`config.mk`:
```
export PLATFORM = sky130hd
export DESIGN_NAME = pic_port_irq
export DESIGN_NICKNAME = d
export VERILOG_FILES = /design/src/core/pic_port_irq.v
export VERILOG_INCLUDE_DIRS = /design/src /design/src/core
export SDC_FILE = /design/constraint.sdc
export NUM_CORES = 1
export LEC_CHECK = 0
export ABC_AREA = 1
export BUFFER_PORTS_ARGS = -buffer_cell sky130_fd_sc_hd__buf_2
export CAP_MARGIN = 0
export CORE_MARGIN = 8
export CORE_UTILIZATION = 35
export DETAILED_ROUTE_END_ITERATION = 10
export PLACE_DENSITY = 0.62
export SLEW_MARGIN = 20
export SYNTH_ARGS = -nofsm -noshare
export SYNTH_HDL_FRONTEND = slang
export SYNTH_SLANG_ARGS = --single-unit
```
`constraint.sdc`:
```
create_clock -name i_clk -period 4 [get_ports i_clk]
set_input_delay 1.2 -clock i_clk [delete_from_list [all_inputs] [get_ports i_clk]]
set_output_delay 1.2 -clock i_clk [all_outputs]
set_load 0.01 [all_outputs]
```
`src/core/pic_regs.vh`:
```
// Register offsets, field positions, reset values and timing counts for the port block.
`ifndef PIC_REGS_VH
`define PIC_REGS_VH
`define PIC_ADDR_PORT_A        8'h05
`define PIC_ADDR_PORT_B        8'h06
`define PIC_ADDR_POWER_CTRL    8'h08
`define PIC_ADDR_WAKE_CTRL     8'h09
`define PIC_ADDR_PULLDOWN      8'h0B
`define PIC_ADDR_OPEN_DRAIN    8'h0C
`define PIC_ADDR_PULLUP        8'h0D
`define PIC_ADDR_IRQ_ENABLE    8'h0E
`define PIC_ADDR_IRQ_FLAGS     8'h0F
`define PIC_BIT_GIE            7
`define PIC_BIT_EXT            2
`define PIC_BIT_PBC            1
`define PIC_BIT_TMR            0
`define PIC_BIT_EIS            6
`define PIC_BIT_EDGE           6
`define PIC_BIT_TSRC           5
`define PIC_BIT_TEDGE          4
`define PIC_BIT_PSA            3
`define PIC_ENABLE_ONES        8'h78
`define PIC_FLAG_MASK          8'h07
`define PIC_OPTION_RESET       8'hBF
`define PIC_DIR_RESET          8'hFF
`define PIC_PULLUP_RESET       8'hFF
`define PIC_PULLDOWN_RESET     8'hFF
`define PIC_POWER_ONES         8'h1F
`define PIC_VECTOR_IRQ         11'h008
`define PIC_PIN_SYNC_STAGES    3
`endif

```
`src/core/pic_port_irq.v`:
```
// Port direction, pull and open-drain gating, and interrupt enable/flag logic.
`timescale 1ns/100ps
`include "pic_regs.vh"

module pic_port_irq
#(
  parameter NA = 4,
  parameter NB = 8
)
(
  input  wire          i_clk,
  input  wire          i_rst,
  input  wire [7:0]    i_addr,
  input  wire          i_wr,
  input  wire          i_rd,
  input  wire [7:0]    i_wdata,
  output reg  [7:0]    o_rdata,
  input  wire [7:0]    i_accumulator_reg,
  input  wire          i_option_load,
  input  wire          i_direction_load,
  input  wire [7:0]    i_direction_addr,
  input  wire          i_return_from_interrupt,
  input  wire          i_sleeping,
  input  wire          i_timer_rollover,
  input  wire [NA-1:0] i_alt_func_a,
  input  wire [NB-1:0] i_alt_func_b,
  input  wire [NA-1:0] i_port_a_in,
  output wire [NA-1:0] o_port_a_out,
  output wire [NA-1:0] o_port_a_oe,
  output wire [NA-1:0] o_port_a_pulldown,
  input  wire [NB-1:0] i_port_b_in,
  output wire [NB-1:0] o_port_b_out,
  output wire [NB-1:0] o_port_b_oe,
  output wire [NB-1:0] o_port_b_pullup,
  output wire [NB-1:0] o_port_b_pulldown,
  output wire          o_irq_take,
  output wire [10:0]   o_irq_vector,
  output wire          o_wake,
  output wire          o_wake_branch,
  output wire          o_timer_source_select,
  output wire          o_timer_source_edge,
  output wire          o_prescaler_assign,
  output wire [2:0]    o_prescaler_rate,
  output wire          o_timer_ext_clock_pin
);

  // ---------------------------------------------------------------
  // Register storage
  // ---------------------------------------------------------------
  reg [7:0]    port_a_latch;
  reg [7:0]    port_b_latch;
  reg [7:0]    port_a_direction;
  reg [7:0]    port_b_direction;
  reg [7:0]    timer_and_edge_options;
  reg [7:0]    port_b_pullup_control;
  reg [7:0]    pulldown_ctrl;
  reg [7:0]    open_drain_ctrl;
  reg [7:0]    wake_ctrl;
  reg [7:0]    power_control_reg;
  reg          global_irq_enable;
  reg [2:0]    irq_en;
  reg [2:0]    interrupt_flags;
  reg [NA-1:0] sa1;
  reg [NA-1:0] sa2;
  reg [NA-1:0] sa3;
  reg [NB-1:0] sb1;
  reg [NB-1:0] sb2;
  reg [NB-1:0] sb3;
  reg [NB-1:0] pb_stable;
  reg          stable_valid;
  reg [NA-1:0] pa_stable;
  reg          next_global_irq_enable;
  reg [7:0]    next_rdata;
  wire [2:0]   next_flags;

  // ---------------------------------------------------------------
  // Pin synchronisers
  // ---------------------------------------------------------------
  // A change counts only when the second and third stages agree, which
  // filters one-cycle glitches at the cost of one cycle of latency.
  always @(posedge i_clk)
  begin
    if (i_rst)
    begin
      sa1 <= {NA{1'b0}};
      sa2 <= {NA{1'b0}};
      sa3 <= {NA{1'b0}};
      sb1 <= {NB{1'b0}};
      sb2 <= {NB{1'b0}};
      sb3 <= {NB{1'b0}};
    end
    else
    begin
      sa1 <= i_port_a_in;
      sa2 <= sa1;
      sa3 <= sa2;
      sb1 <= i_port_b_in;
      sb2 <= sb1;
      sb3 <= sb2;
    end
  end

  // Both ports filter the same way, so a port read and an edge event
  // always agree on the level that the core saw.
  wire [NA-1:0] agree_a      = ~(sa2 ^ sa3);
  wire [NA-1:0] next_a_level = (agree_a & sa2) | (~agree_a & pa_stable);
  wire [NB-1:0] agree_b      = ~(sb2 ^ sb3);
  wire [NB-1:0] next_stable  = (agree_b & sb2) | (~agree_b & pb_stable);

  // ---------------------------------------------------------------
  // Pin control
  // ---------------------------------------------------------------
  wire ext_sel = power_control_reg[`PIC_BIT_EIS];
  wire tsrc    = timer_and_edge_options[`PIC_BIT_TSRC];
  wire [NB-1:0] b_input;
  wire [NB-1:0] b_chg_en;

  genvar g;
  generate
    for (g = 0; g < NA; g = g + 1)
    begin : g_pa
      assign o_port_a_oe[g]       = ~port_a_direction[g];
      assign o_port_a_out[g]      = port_a_latch[g];
      assign o_port_a_pulldown[g] = port_a_direction[g] & ~pulldown_ctrl[g];
    end
    for (g = 0; g < NB; g = g + 1)
    begin : g_pb
      if (g == 3)
      begin : g_in_only
        assign b_input[g] = 1'b1;
      end
      // The timer clock source overrides the direction bit, so a stale
      // output setting cannot fight an external clock.
      else if (g == 2)
      begin : g_tclk
        assign b_input[g] = port_b_direction[g] | tsrc;
      end
      else
      begin : g_norm
        assign b_input[g] = port_b_direction[g];
      end
      // Open drain: drive only while latch is low.
      assign o_port_b_oe[g]  = ~b_input[g] & (~open_drain_ctrl[g] | ~port_b_latch[g] | (g == 3));
      assign o_port_b_out[g] = port_b_latch[g] & ~open_drain_ctrl[g];
      if (g == 3)
      begin : g_no_pullup
        // The input-only pin has no pull-up at all.
        assign o_port_b_pullup[g] = 1'b0;
      end
      else
      begin : g_pullup
        assign o_port_b_pullup[g] = b_input[g] & ~port_b_pullup_control[g];
      end
      // Only the three low pins of port B have a pull-down; their control
      // bits sit just above the four port A bits.
      if (g < 3)
      begin : g_pulldown
        assign o_port_b_pulldown[g] = b_input[g] & ~pulldown_ctrl[g + 4];
      end
      else
      begin : g_no_pulldown
        assign o_port_b_pulldown[g] = 1'b0;
      end
      assign b_chg_en[g] = wake_ctrl[g] & b_input[g] & ~((g == 0) & ext_sel);
    end
  endgenerate

  // ---------------------------------------------------------------
  // Event detection
  // ---------------------------------------------------------------
  wire int_now  = next_stable[0];
  wire int_prev = pb_stable[0];
  wire edge_rise = timer_and_edge_options[`PIC_BIT_EDGE];
  wire int_rise  = int_now & ~int_prev;
  wire int_fall  = ~int_now & int_prev;
  wire ext_event = stable_valid & ext_sel &
                   (edge_rise ? int_rise : int_fall);
  wire pb_event  = stable_valid & |((next_stable ^ pb_stable) & b_chg_en);
  wire [2:0] events = {ext_event, pb_event, i_timer_rollover};

  // ---------------------------------------------------------------
  // Interrupt request and wake-up
  // ---------------------------------------------------------------
  // A request is held off while the core sleeps; it wakes first and
  // then branches or resumes according to the global enable.
  wire [2:0] pending = interrupt_flags & irq_en;
  assign o_irq_take    = global_irq_enable & |pending & ~i_sleeping;
  assign o_irq_vector  = `PIC_VECTOR_IRQ;
  assign o_wake        = i_sleeping & |pending;
  assign o_wake_branch = o_wake & global_irq_enable;

  // ---------------------------------------------------------------
  // Option fields
  // ---------------------------------------------------------------
  // These steer the timer and prescaler outside this block, and bit 5 also
  // holds port B pin 2 as an input; bit 7 is stored but drives nothing.
  assign o_timer_source_select = tsrc;
  assign o_timer_source_edge   = timer_and_edge_options[`PIC_BIT_TEDGE];
  assign o_prescaler_assign    = timer_and_edge_options[`PIC_BIT_PSA];
  assign o_prescaler_rate      = timer_and_edge_options[2:0];
  assign o_timer_ext_clock_pin = pb_stable[2];

  wire wr_flags = i_wr & (i_addr == `PIC_ADDR_IRQ_FLAGS);
  wire wr_en    = i_wr & (i_addr == `PIC_ADDR_IRQ_ENABLE);

  // ---------------------------------------------------------------
  // Flag update
  // ---------------------------------------------------------------
  // A software write stores the written bit, but an event in the same
  // cycle sets the flag anyway, so no edge is ever lost to a clear.
  generate
    for (g = 0; g < 3; g = g + 1)
    begin : g_flag
      assign next_flags[g] = (wr_flags ? i_wdata[g] : interrupt_flags[g])
                             | events[g];
    end
  endgenerate

  // ---------------------------------------------------------------
  // Global enable
  // ---------------------------------------------------------------
  // Taking an interrupt wins over a return in the same cycle, so a
  // pending source cannot re-enter before its flag is cleared.
  always @*
  begin
    next_global_irq_enable = global_irq_enable;
    if (o_irq_take)
      next_global_irq_enable = 1'b0;
    else if (i_return_from_interrupt)
      next_global_irq_enable = 1'b1;
    else if (wr_en)
      next_global_irq_enable = i_wdata[`PIC_BIT_GIE];
  end

  // ---------------------------------------------------------------
  // Register writes
  // ---------------------------------------------------------------
  always @(posedge i_clk)
  begin
    if (i_rst)
    begin
      port_a_latch           <= 8'h00;
      port_b_latch           <= 8'h00;
      port_a_direction       <= `PIC_DIR_RESET;
      port_b_direction       <= `PIC_DIR_RESET;
      timer_and_edge_options <= `PIC_OPTION_RESET;
      port_b_pullup_control  <= `PIC_PULLUP_RESET;
      pulldown_ctrl          <= `PIC_PULLDOWN_RESET;
      open_drain_ctrl        <= 8'h00;
      wake_ctrl              <= 8'h00;
      power_control_reg      <= 8'h00;
      global_irq_enable      <= 1'b0;
      irq_en                 <= 3'h0;
      interrupt_flags        <= 3'h0;
      pb_stable              <= {NB{1'b0}};
      pa_stable              <= {NA{1'b0}};
      stable_valid           <= 1'b0;
    end
    else
    begin
      pb_stable    <= next_stable;
      pa_stable    <= next_a_level;
      stable_valid <= 1'b1;
      if (i_option_load)
        timer_and_edge_options <= i_accumulator_reg;
      if (i_direction_load && i_direction_addr == `PIC_ADDR_PORT_A)
        port_a_direction <= i_accumulator_reg;
      if (i_direction_load && i_direction_addr == `PIC_ADDR_PORT_B)
        port_b_direction <= i_accumulator_reg;
      // Writes to unmapped addresses fall into the default branch and
      // leave every register as it was.
      if (i_wr)
      begin
        case (i_addr)
          `PIC_ADDR_PORT_A:     port_a_latch <= i_wdata;
          `PIC_ADDR_PORT_B:     port_b_latch <= i_wdata;
          `PIC_ADDR_POWER_CTRL: power_control_reg <= i_wdata;
          `PIC_ADDR_WAKE_CTRL:  wake_ctrl <= i_wdata;
          `PIC_ADDR_PULLDOWN:   pulldown_ctrl <= i_wdata;
          `PIC_ADDR_OPEN_DRAIN: open_drain_ctrl <= i_wdata;
          `PIC_ADDR_PULLUP:     port_b_pullup_control <= i_wdata;
          `PIC_ADDR_IRQ_ENABLE: irq_en <= i_wdata[2:0];
          default:              port_a_latch <= port_a_latch;
        endcase
      end
      interrupt_flags   <= next_flags;
      global_irq_enable <= next_global_irq_enable;
    end
  end

  // ---------------------------------------------------------------
  // Register reads
  // ---------------------------------------------------------------
  // The data is chosen combinationally and captured on the read strobe,
  // so the core sees a value that holds until its next read.
  always @*
  begin
    case (i_addr)
      `PIC_ADDR_PORT_A:     next_rdata = {port_a_latch[7:NA], pa_stable & ~i_alt_func_a};
      `PIC_ADDR_PORT_B:     next_rdata = pb_stable & ~i_alt_func_b;
      `PIC_ADDR_POWER_CTRL: next_rdata = power_control_reg | `PIC_POWER_ONES;
      `PIC_ADDR_WAKE_CTRL:  next_rdata = wake_ctrl;
      `PIC_ADDR_PULLDOWN:   next_rdata = pulldown_ctrl;
      `PIC_ADDR_OPEN_DRAIN: next_rdata = open_drain_ctrl;
      `PIC_ADDR_PULLUP:     next_rdata = port_b_pullup_control;
      `PIC_ADDR_IRQ_ENABLE: next_rdata = {global_irq_enable, 4'hF, irq_en};
      `PIC_ADDR_IRQ_FLAGS:  next_rdata = {5'h00, interrupt_flags & irq_en};
      default:              next_rdata = 8'h00;
    endcase
  end

  always @(posedge i_clk)
  begin
    if (i_rst)
      o_rdata <= 8'h00;
    else if (i_rd)
      o_rdata <= next_rdata;
  end

endmodule // pic_port_irq

```
==> flow_summary.yaml, run 1 <==
clock_tree:
  cts_made_buffers: 17
  post_cts_resize_count: 0
  cts.hold.buffers_added: 0
  cts_tree: "built"
  ctsHtreeMaxLevel: 4
  cts_max_path_buffers: 2
  clock_latency_ns: 0.43
  post-cts-setup-buffers: 0
  clk_transition_reported_paths_ns: 0.06
  root_buffer: "sky130_fd_sc_hd__clkbuf_16"
  tritoncts_num_sinks: 133
synth:
  syn_inst: 822
  synthTopCellsByArea: "sky130_fd_sc_hd__dfxtp_1 (45%), sky130_fd_sc_hd__inv_1 (8.0%), sky130_fd_sc_hd__nor2_1 (8.0%)"
  synth_compound_gate_area_share_pct: 14.6
  synth-async-reset-ratio_pct: 0
  post_synthesis_share_of_cell_area_spent_on_and_or_nand_and_nor_gates_pct: 26.1
  synth_ff_type: "sky130_fd_sc_hd__dfxtp_1"
  yosys-top-cells-count: "sky130_fd_sc_hd__dfxtp_1 (133), sky130_fd_sc_hd__inv_1 (128), sky130_fd_sc_hd__nor2_1 (128)"
  synthDominantCellAreaShare_pct: 44.6
  synth.largest_area_cell: "sky130_fd_sc_hd__dfxtp_1"
  count_of_flip_flops_with_a_built_in_enable_after_synthesis: 0
  post_synth_xor_area_fraction_pct: 0
  synth.area.mux_share_pct: 0
  synth.lib_cells_used.distinct: 30
  yosys_register_bits: 133
  synth_adder_area_share_pct: 0.419
  synth_top_family_by_area: "simple AND/OR/NAND/NOR gates"
  avgSynthCellArea_sq_um: 7.26
  synthesis.area_sq_mm: 0.00597
  synth_warn: 0
  synth.yosys.seq_area_share_pct: 44.6
  synth_most_common_cell: "sky130_fd_sc_hd__dfxtp_1"
layout:
  num_antenna_cells: 0
  fin_nets: 995
  finished_cell_area_sq_mm: 0.00717
  area_of_the_multi_input_gates_sq_mm: 0.00252
  seqCellArea_sq_mm: 0.00266
  fill_cell_count: 1727
  layoutNonFillerInstCount: 1161
  post_route_cells_drive_above_1_share_pct: 20.6
  area.growth.synth_to_final_pct: 20.1
power:
  share_clk_of_total_power_pct: 50.2
  net_switching_share_of_the_total_power_pct: 23.6
  power.switching_mw: 0.720
  power_leakage_nw: 3.52
  comb_power_share_pct: 5.2
  power_report.internal_total_mw: 2.33
  power.density_mw_per_mm2: 426
  sequentialPowerShare_pct: 44.6
  vdd_ir_drop_max_uv: 313
sta:
  timing.final.ws_setup_ns: 1.17
  finalCritPeriodShare_pct: 70.8
  worst_slew_margin_rel_pct: 58.0
  grt_setup_unrepaired: "no"
  timing.final.max_slew_violations: 0
  setup_viol: 0
  tns_ns: 0
  post-route-min-period_ns: 2.83
  clock_skew_ns: 0.00948
  clock.fmax_ghz: 0.353
  total_count_of_hold_check_failures_in_the_final_report: 0
  timing.hold.ws_ns: 0.398
  worst_slew_pin_tran_ns: 0.629
floorplanning:
  total_core_area_sq_mm: 0.0166
  floorplan.io_pins: 138
  rows: 47
  die-height_um: 147
  die_area_sq_mm: 0.0215
  die_w_um: 147
  floorplan.initialDensity_pct: 35.9
detailed_routing:
  drt_first_pass_iters: 5
  drc_errors: 0
  avgRoutedWirePerCell_um: 14.5
  post_route_antenna_net_violation_count: 0
  num_vias: 5305
  detail_route.wirelength_um: 16900
  initialDrtViolationCount: 454
  vias_per_cell: 4.57
setup_path:
  worst_setup_sp_type: "input port"
  worstPathArrival_ns: 1.63
  worst_r2r_path_depth: 11
  timing.rr.end: "interrupt_flags[1]$_SDFF_PP0_"
  criticalPathCategory: "input port to output port"
  r2r_slack_ns: 2.48
  crit_fanout: 2
  reg2reg_from: "pb_stable[0]$_SDFF_PP0_"
  endpoint_kind: "output port"
  timing.critical_path.required_ns: 2.80
hold_path:
  timing.hold.worst_endpoint: "sb2[1]$_SDFF_PP0_"
  worstHoldPathType: "register to register"
  hp-start: "sb1[1]$_SDFF_PP0_"
  min_delay_path_depth: 2
placed_design:
  io_buffer_count: 119
  dp.cells: 1129
  placement.cell_area_sq_mm: 0.00659
  placer_congestion_estimate: 0.871
  dp_hpwl_um: 12800
  pre_cts_slack_ns: 1.15
global_route:
  grt_antenna_before_repair: 0
  grt_start_max_net_pins: 56
  first_global_vias: 4874
  grt_pass1_wl_um: 26400
  track_usage_pct: 15.7
  globalRoute.totalOverflow: 0
status:
  outcome: "complete, no violations"
run:
  cap_violations: 0
how the worst max path moves through the flow:
stage	end	from	slack (ns)	cells after the start
global placement	o_irq_take	i_sleeping	1.19	5
global route	o_irq_take	i_sleeping	1.12	5
CTS	o_irq_take	i_sleeping	1.16	5
floorplan	o_wake_branch	i_sleeping	1.39	2
detailed placement	port_b_latch[5]$_SDFFE_PP0P_	i_addr[5]	1.15	7
finish	o_irq_take	i_sleeping	1.17	5
worst max-delay path, stage by stage:
cell                      delay (ns)
sky130_fd_sc_hd__buf_2          0.10
sky130_fd_sc_hd__inv_1          0.04
sky130_fd_sc_hd__nand3_1        0.10
sky130_fd_sc_hd__inv_1          0.06
sky130_fd_sc_hd__buf_2          0.12
power groups by stage:
stage               clock network, mW  registers [mW]  logic (mW)
floorplan                           0            1.39       0.104
global placement                    0            1.39       0.158
detailed placement                  0            1.39       0.159
CTS                              1.56            1.36       0.160
global route                     1.62            1.36       0.178
finish                           1.53            1.36       0.160
per-stage QoR:
stage / power, mW / utilization (%)
after global routing: 3.16 / 43.1
final: 3.05 / 43.1
after detailed placement: 1.55 / 39.6
after global placement: 1.55 / 39.6
after CTS: 3.08 / 43.1
after floorplan: 1.49 / -
cells by family after synthesis:
group / after synthesis
AND/OR/NAND/NOR: 356
adder cells (fa/ha/maj): 2
buffers and inverters: 185
flip-flops: 133
other: 2
AO/OA/AOI/OAI: 144
layer usage:
layer / global-route usage (%) / up-vias / share of wire, %
met1: 19.9 / 2344 / 46
met3: 4.91 / 27 / 5.5
met5: 0 / - / 0
met4: 6.23 / 0 / 2.3
li1: - / 2777 / -
met2: 24.5 / 157 / 46
cell type report:
cell class / count / share of cell area [%]
timing repair buffer: 123 / 8.73
clock buffer: 20 / 6.23
multi-input combinational: 520 / 35.2
sequential: 133 / 37.2
inverter: 133 / 7.00
tap: 220 / 3.84
clock inverter: 12 / 1.82
cells in the final DEF (no fill, tap or decap):
master                       netlist  routed
sky130_fd_sc_hd__clkinvlp_4        0       4
sky130_fd_sc_hd__nand2_2           7       7
sky130_fd_sc_hd__nor2_2            2       2
sky130_fd_sc_hd__inv_2             4       5
sky130_fd_sc_hd__bufinv_16         0       2
sky130_fd_sc_hd__inv_4             1       1
sky130_fd_sc_hd__nand4_1           1       1
sky130_fd_sc_hd__clkbuf_8          0       1
sky130_fd_sc_hd__dfxtp_1         133     133
sky130_fd_sc_hd__clkinv_4          0       1
sky130_fd_sc_hd__nor3_1            3       3
sky130_fd_sc_hd__o211ai_2         11      11
sky130_fd_sc_hd__conb_1            2      18
sky130_fd_sc_hd__o21ai_0          43      43
sky130_fd_sc_hd__o21ai_1           6       6
sky130_fd_sc_hd__clkbuf_1         12       2
sky130_fd_sc_hd__clkbuf_16         0      17
sky130_fd_sc_hd__nand3_2           4       4
sky130_fd_sc_hd__nor2_1          128     128
sky130_fd_sc_hd__inv_8             0       1
sky130_fd_sc_hd__o21a_1            1       1
sky130_fd_sc_hd__nor2_4            9       9
sky130_fd_sc_hd__inv_1           128     127
sky130_fd_sc_hd__a21oi_1          57      57
sky130_fd_sc_hd__ha_1              2       2
sky130_fd_sc_hd__a211oi_1          9       9
sky130_fd_sc_hd__nand2_1         127     127
sky130_fd_sc_hd__buf_2             5     119
sky130_fd_sc_hd__buf_4            29       4
sky130_fd_sc_hd__nand3_1          73      73
sky130_fd_sc_hd__o211ai_1         16      16
sky130_fd_sc_hd__clkinv_2          0       4
sky130_fd_sc_hd__o221ai_1          1       1
sky130_fd_sc_hd__nor4_2            1       1
sky130_fd_sc_hd__or2_2             1       1
No activity file was read; power rests on OpenSTA's default activity.
==> inputs of run 2 (changes only) <==
PLACE_DENSITY = 0.64   (was 0.62)
clock period = 2.6 ns   (was 4 ns; I/O delays follow)
==> run 2 against run 1 <==
  * Combinational power grew 56%
  * Sequential power grew 54%
  * Wire length grew 0.86%
  * Largest cell class unchanged
  * Largest power group unchanged
  * Sequential cell count is the same
==> flow_summary.yaml, run 2 (synthesis results as in run 1) <==
sta:
  grt_setup_unrepaired: "no"
  clock_skew_ns: 0.00828
  total_count_of_hold_check_failures_in_the_final_report: 0
  tns_ns: 0
  post-route-min-period_ns: 2.25
  clock.fmax_ghz: 0.444
  setup_viol: 0
  timing.final.max_slew_violations: 0
  finalCritPeriodShare_pct: 86.7
  worst_slew_pin_tran_ns: 0.563
  timing.final.ws_setup_ns: 0.345
  worst_slew_margin_rel_pct: 62.5
clock_tree:
  cts_tree: "built"
  cts_max_path_buffers: 2
  clock_latency_ns: 0.41
  ctsHtreeMaxLevel: 4
  tritoncts_num_sinks: 133
  post-cts-setup-buffers: 0
  root_buffer: "sky130_fd_sc_hd__clkbuf_16"
  post_cts_resize_count: 0
  clk_transition_reported_paths_ns: 0.05
  cts_made_buffers: 17
  cts.hold.buffers_added: 0
layout:
  most-common-layout-cells: "sky130_fd_sc_hd__dfxtp_1 (133), sky130_fd_sc_hd__nor2_1 (128), sky130_fd_sc_hd__inv_1 (127), sky130_fd_sc_hd__nand2_1 (127), sky130_fd_sc_hd__buf_2 (119)"
  area.growth.synth_to_final_pct: 20.4
  fin_nets: 997
  mostFrequentLayoutCell: "sky130_fd_sc_hd__dfxtp_1"
  post_route_cells_drive_above_1_share_pct: 20.2
  num_antenna_cells: 0
  layoutNonFillerInstCount: 1160
  fin_util_pct: 43.2
  fill_cell_count: 1703
  area_of_the_multi_input_gates_sq_mm: 0.00252
  seqCellArea_sq_mm: 0.00266
placed_design:
  placer_congestion_estimate: 0.906
  io_buffer_count: 119
  pre_cts_slack_ns: 0.397
  dp.cells: 1131
  dp_hpwl_um: 13200
hold_path:
  worstHoldPathType: "register to register"
setup_path:
  timing.critical_path.required_ns: 1.82
  worstPathArrival_ns: 1.47
  worst_setup_sp_type: "register"
  criticalPathCategory: "register to output port"
  r2r_slack_ns: 1.08
  crit_fanout: 3
  endpoint_kind: "output port"
floorplanning:
  die_w_um: 147
  die-height_um: 147
  rows: 47
  floorplan.initialDensity_pct: 35.9
  die_area_sq_mm: 0.0215
  total_core_area_sq_mm: 0.0166
  floorplan.io_pins: 138
global_route:
  track_usage_pct: 15.9
  grt_antenna_before_repair: 0
  first_global_vias: 4923
  globalRoute.totalOverflow: 0
  grt_start_max_net_pins: 56
  grt_pass1_wl_um: 26800
detailed_routing:
  num_vias: 5285
  drt_first_pass_iters: 5
  vias_per_cell: 4.56
  detail_route.wirelength_um: 17000
  post_route_antenna_net_violation_count: 0
  initialDrtViolationCount: 435
  avgRoutedWirePerCell_um: 14.7
  drc_errors: 0
power:
  power.density_mw_per_mm2: 656
  vdd_ir_drop_max_uv: 458
  power_leakage_nw: 3.55
  power.total_mw: 4.71
run:
  cap_violations: 0
status:
  outcome: "complete, no violations"
[run 2: routing by layer]
metal | up-vias | part of all wire [%] | GRT usage, %
met2 | 147 | 46 | 25.6
met3 | 18 | 5.4 | 4.54
met1 | 2344 | 47 | 20.1
met5 | - | 0 | 0
li1 | 2776 | - | -
met4 | 0 | 1.7 | 5.36
[run 2: where the power goes]
| part | total [mW] | internal (mW) | switching [mW] |
|---|---|---|---|
| combinational | 0.249 | 0.0794 | 0.170 |
| clock | 2.37 | 1.54 | 0.832 |
| sequential | 2.09 | 2.08 | 0.0182 |
| total | 4.71 | 3.69 | 1.02 |
[run 2: worst paths after layout]
check                                              start  cells after the start                            end
hold reg to reg                        sb1[2]$_SDFF_PP0_                      2              sb2[2]$_SDFF_PP0_
hold / removal                         sb1[2]$_SDFF_PP0_                      2              sb2[2]$_SDFF_PP0_
setup / recovery  timer_and_edge_options[5]$_SDFFE_PP1P_                      5                 o_port_b_oe[2]
setup reg to reg                 pb_stable[0]$_SDFF_PP0_                     11  interrupt_flags[1]$_SDFF_PP0_
[run 2: critical path: stages, from the launching register on]
cell and delay, ns:
sky130_fd_sc_hd__dfxtp_1 0.32, sky130_fd_sc_hd__or2_2 0.35, sky130_fd_sc_hd__inv_1 0.17, sky130_fd_sc_hd__nand2_1 0.07, sky130_fd_sc_hd__inv_1 0.05, sky130_fd_sc_hd__buf_2 0.12
[run 2: through the flow]
| step | hold slack, ns | cell area (sq um) |
|---|---|---|
| global placement | 0.389 | 6620 |
| finish | 0.399 | 7190 |
| global route | 0.416 | 7190 |
| floorplan | 0.388 | 6030 |
| CTS | 0.400 | 7190 |
| detailed placement | 0.393 | 6620 |
[run 2: area by class of cell]
cell class | instances | share of cell area, %
Sequential cell | 133 | 37.0
Multi-Input combinational cell | 520 | 35.1
Timing Repair Buffer | 125 | 9.08
Inverter | 133 | 6.98
Clock buffer | 24 | 6.56
Tap cell | 220 | 3.83
Clock inverter | 5 | 1.39
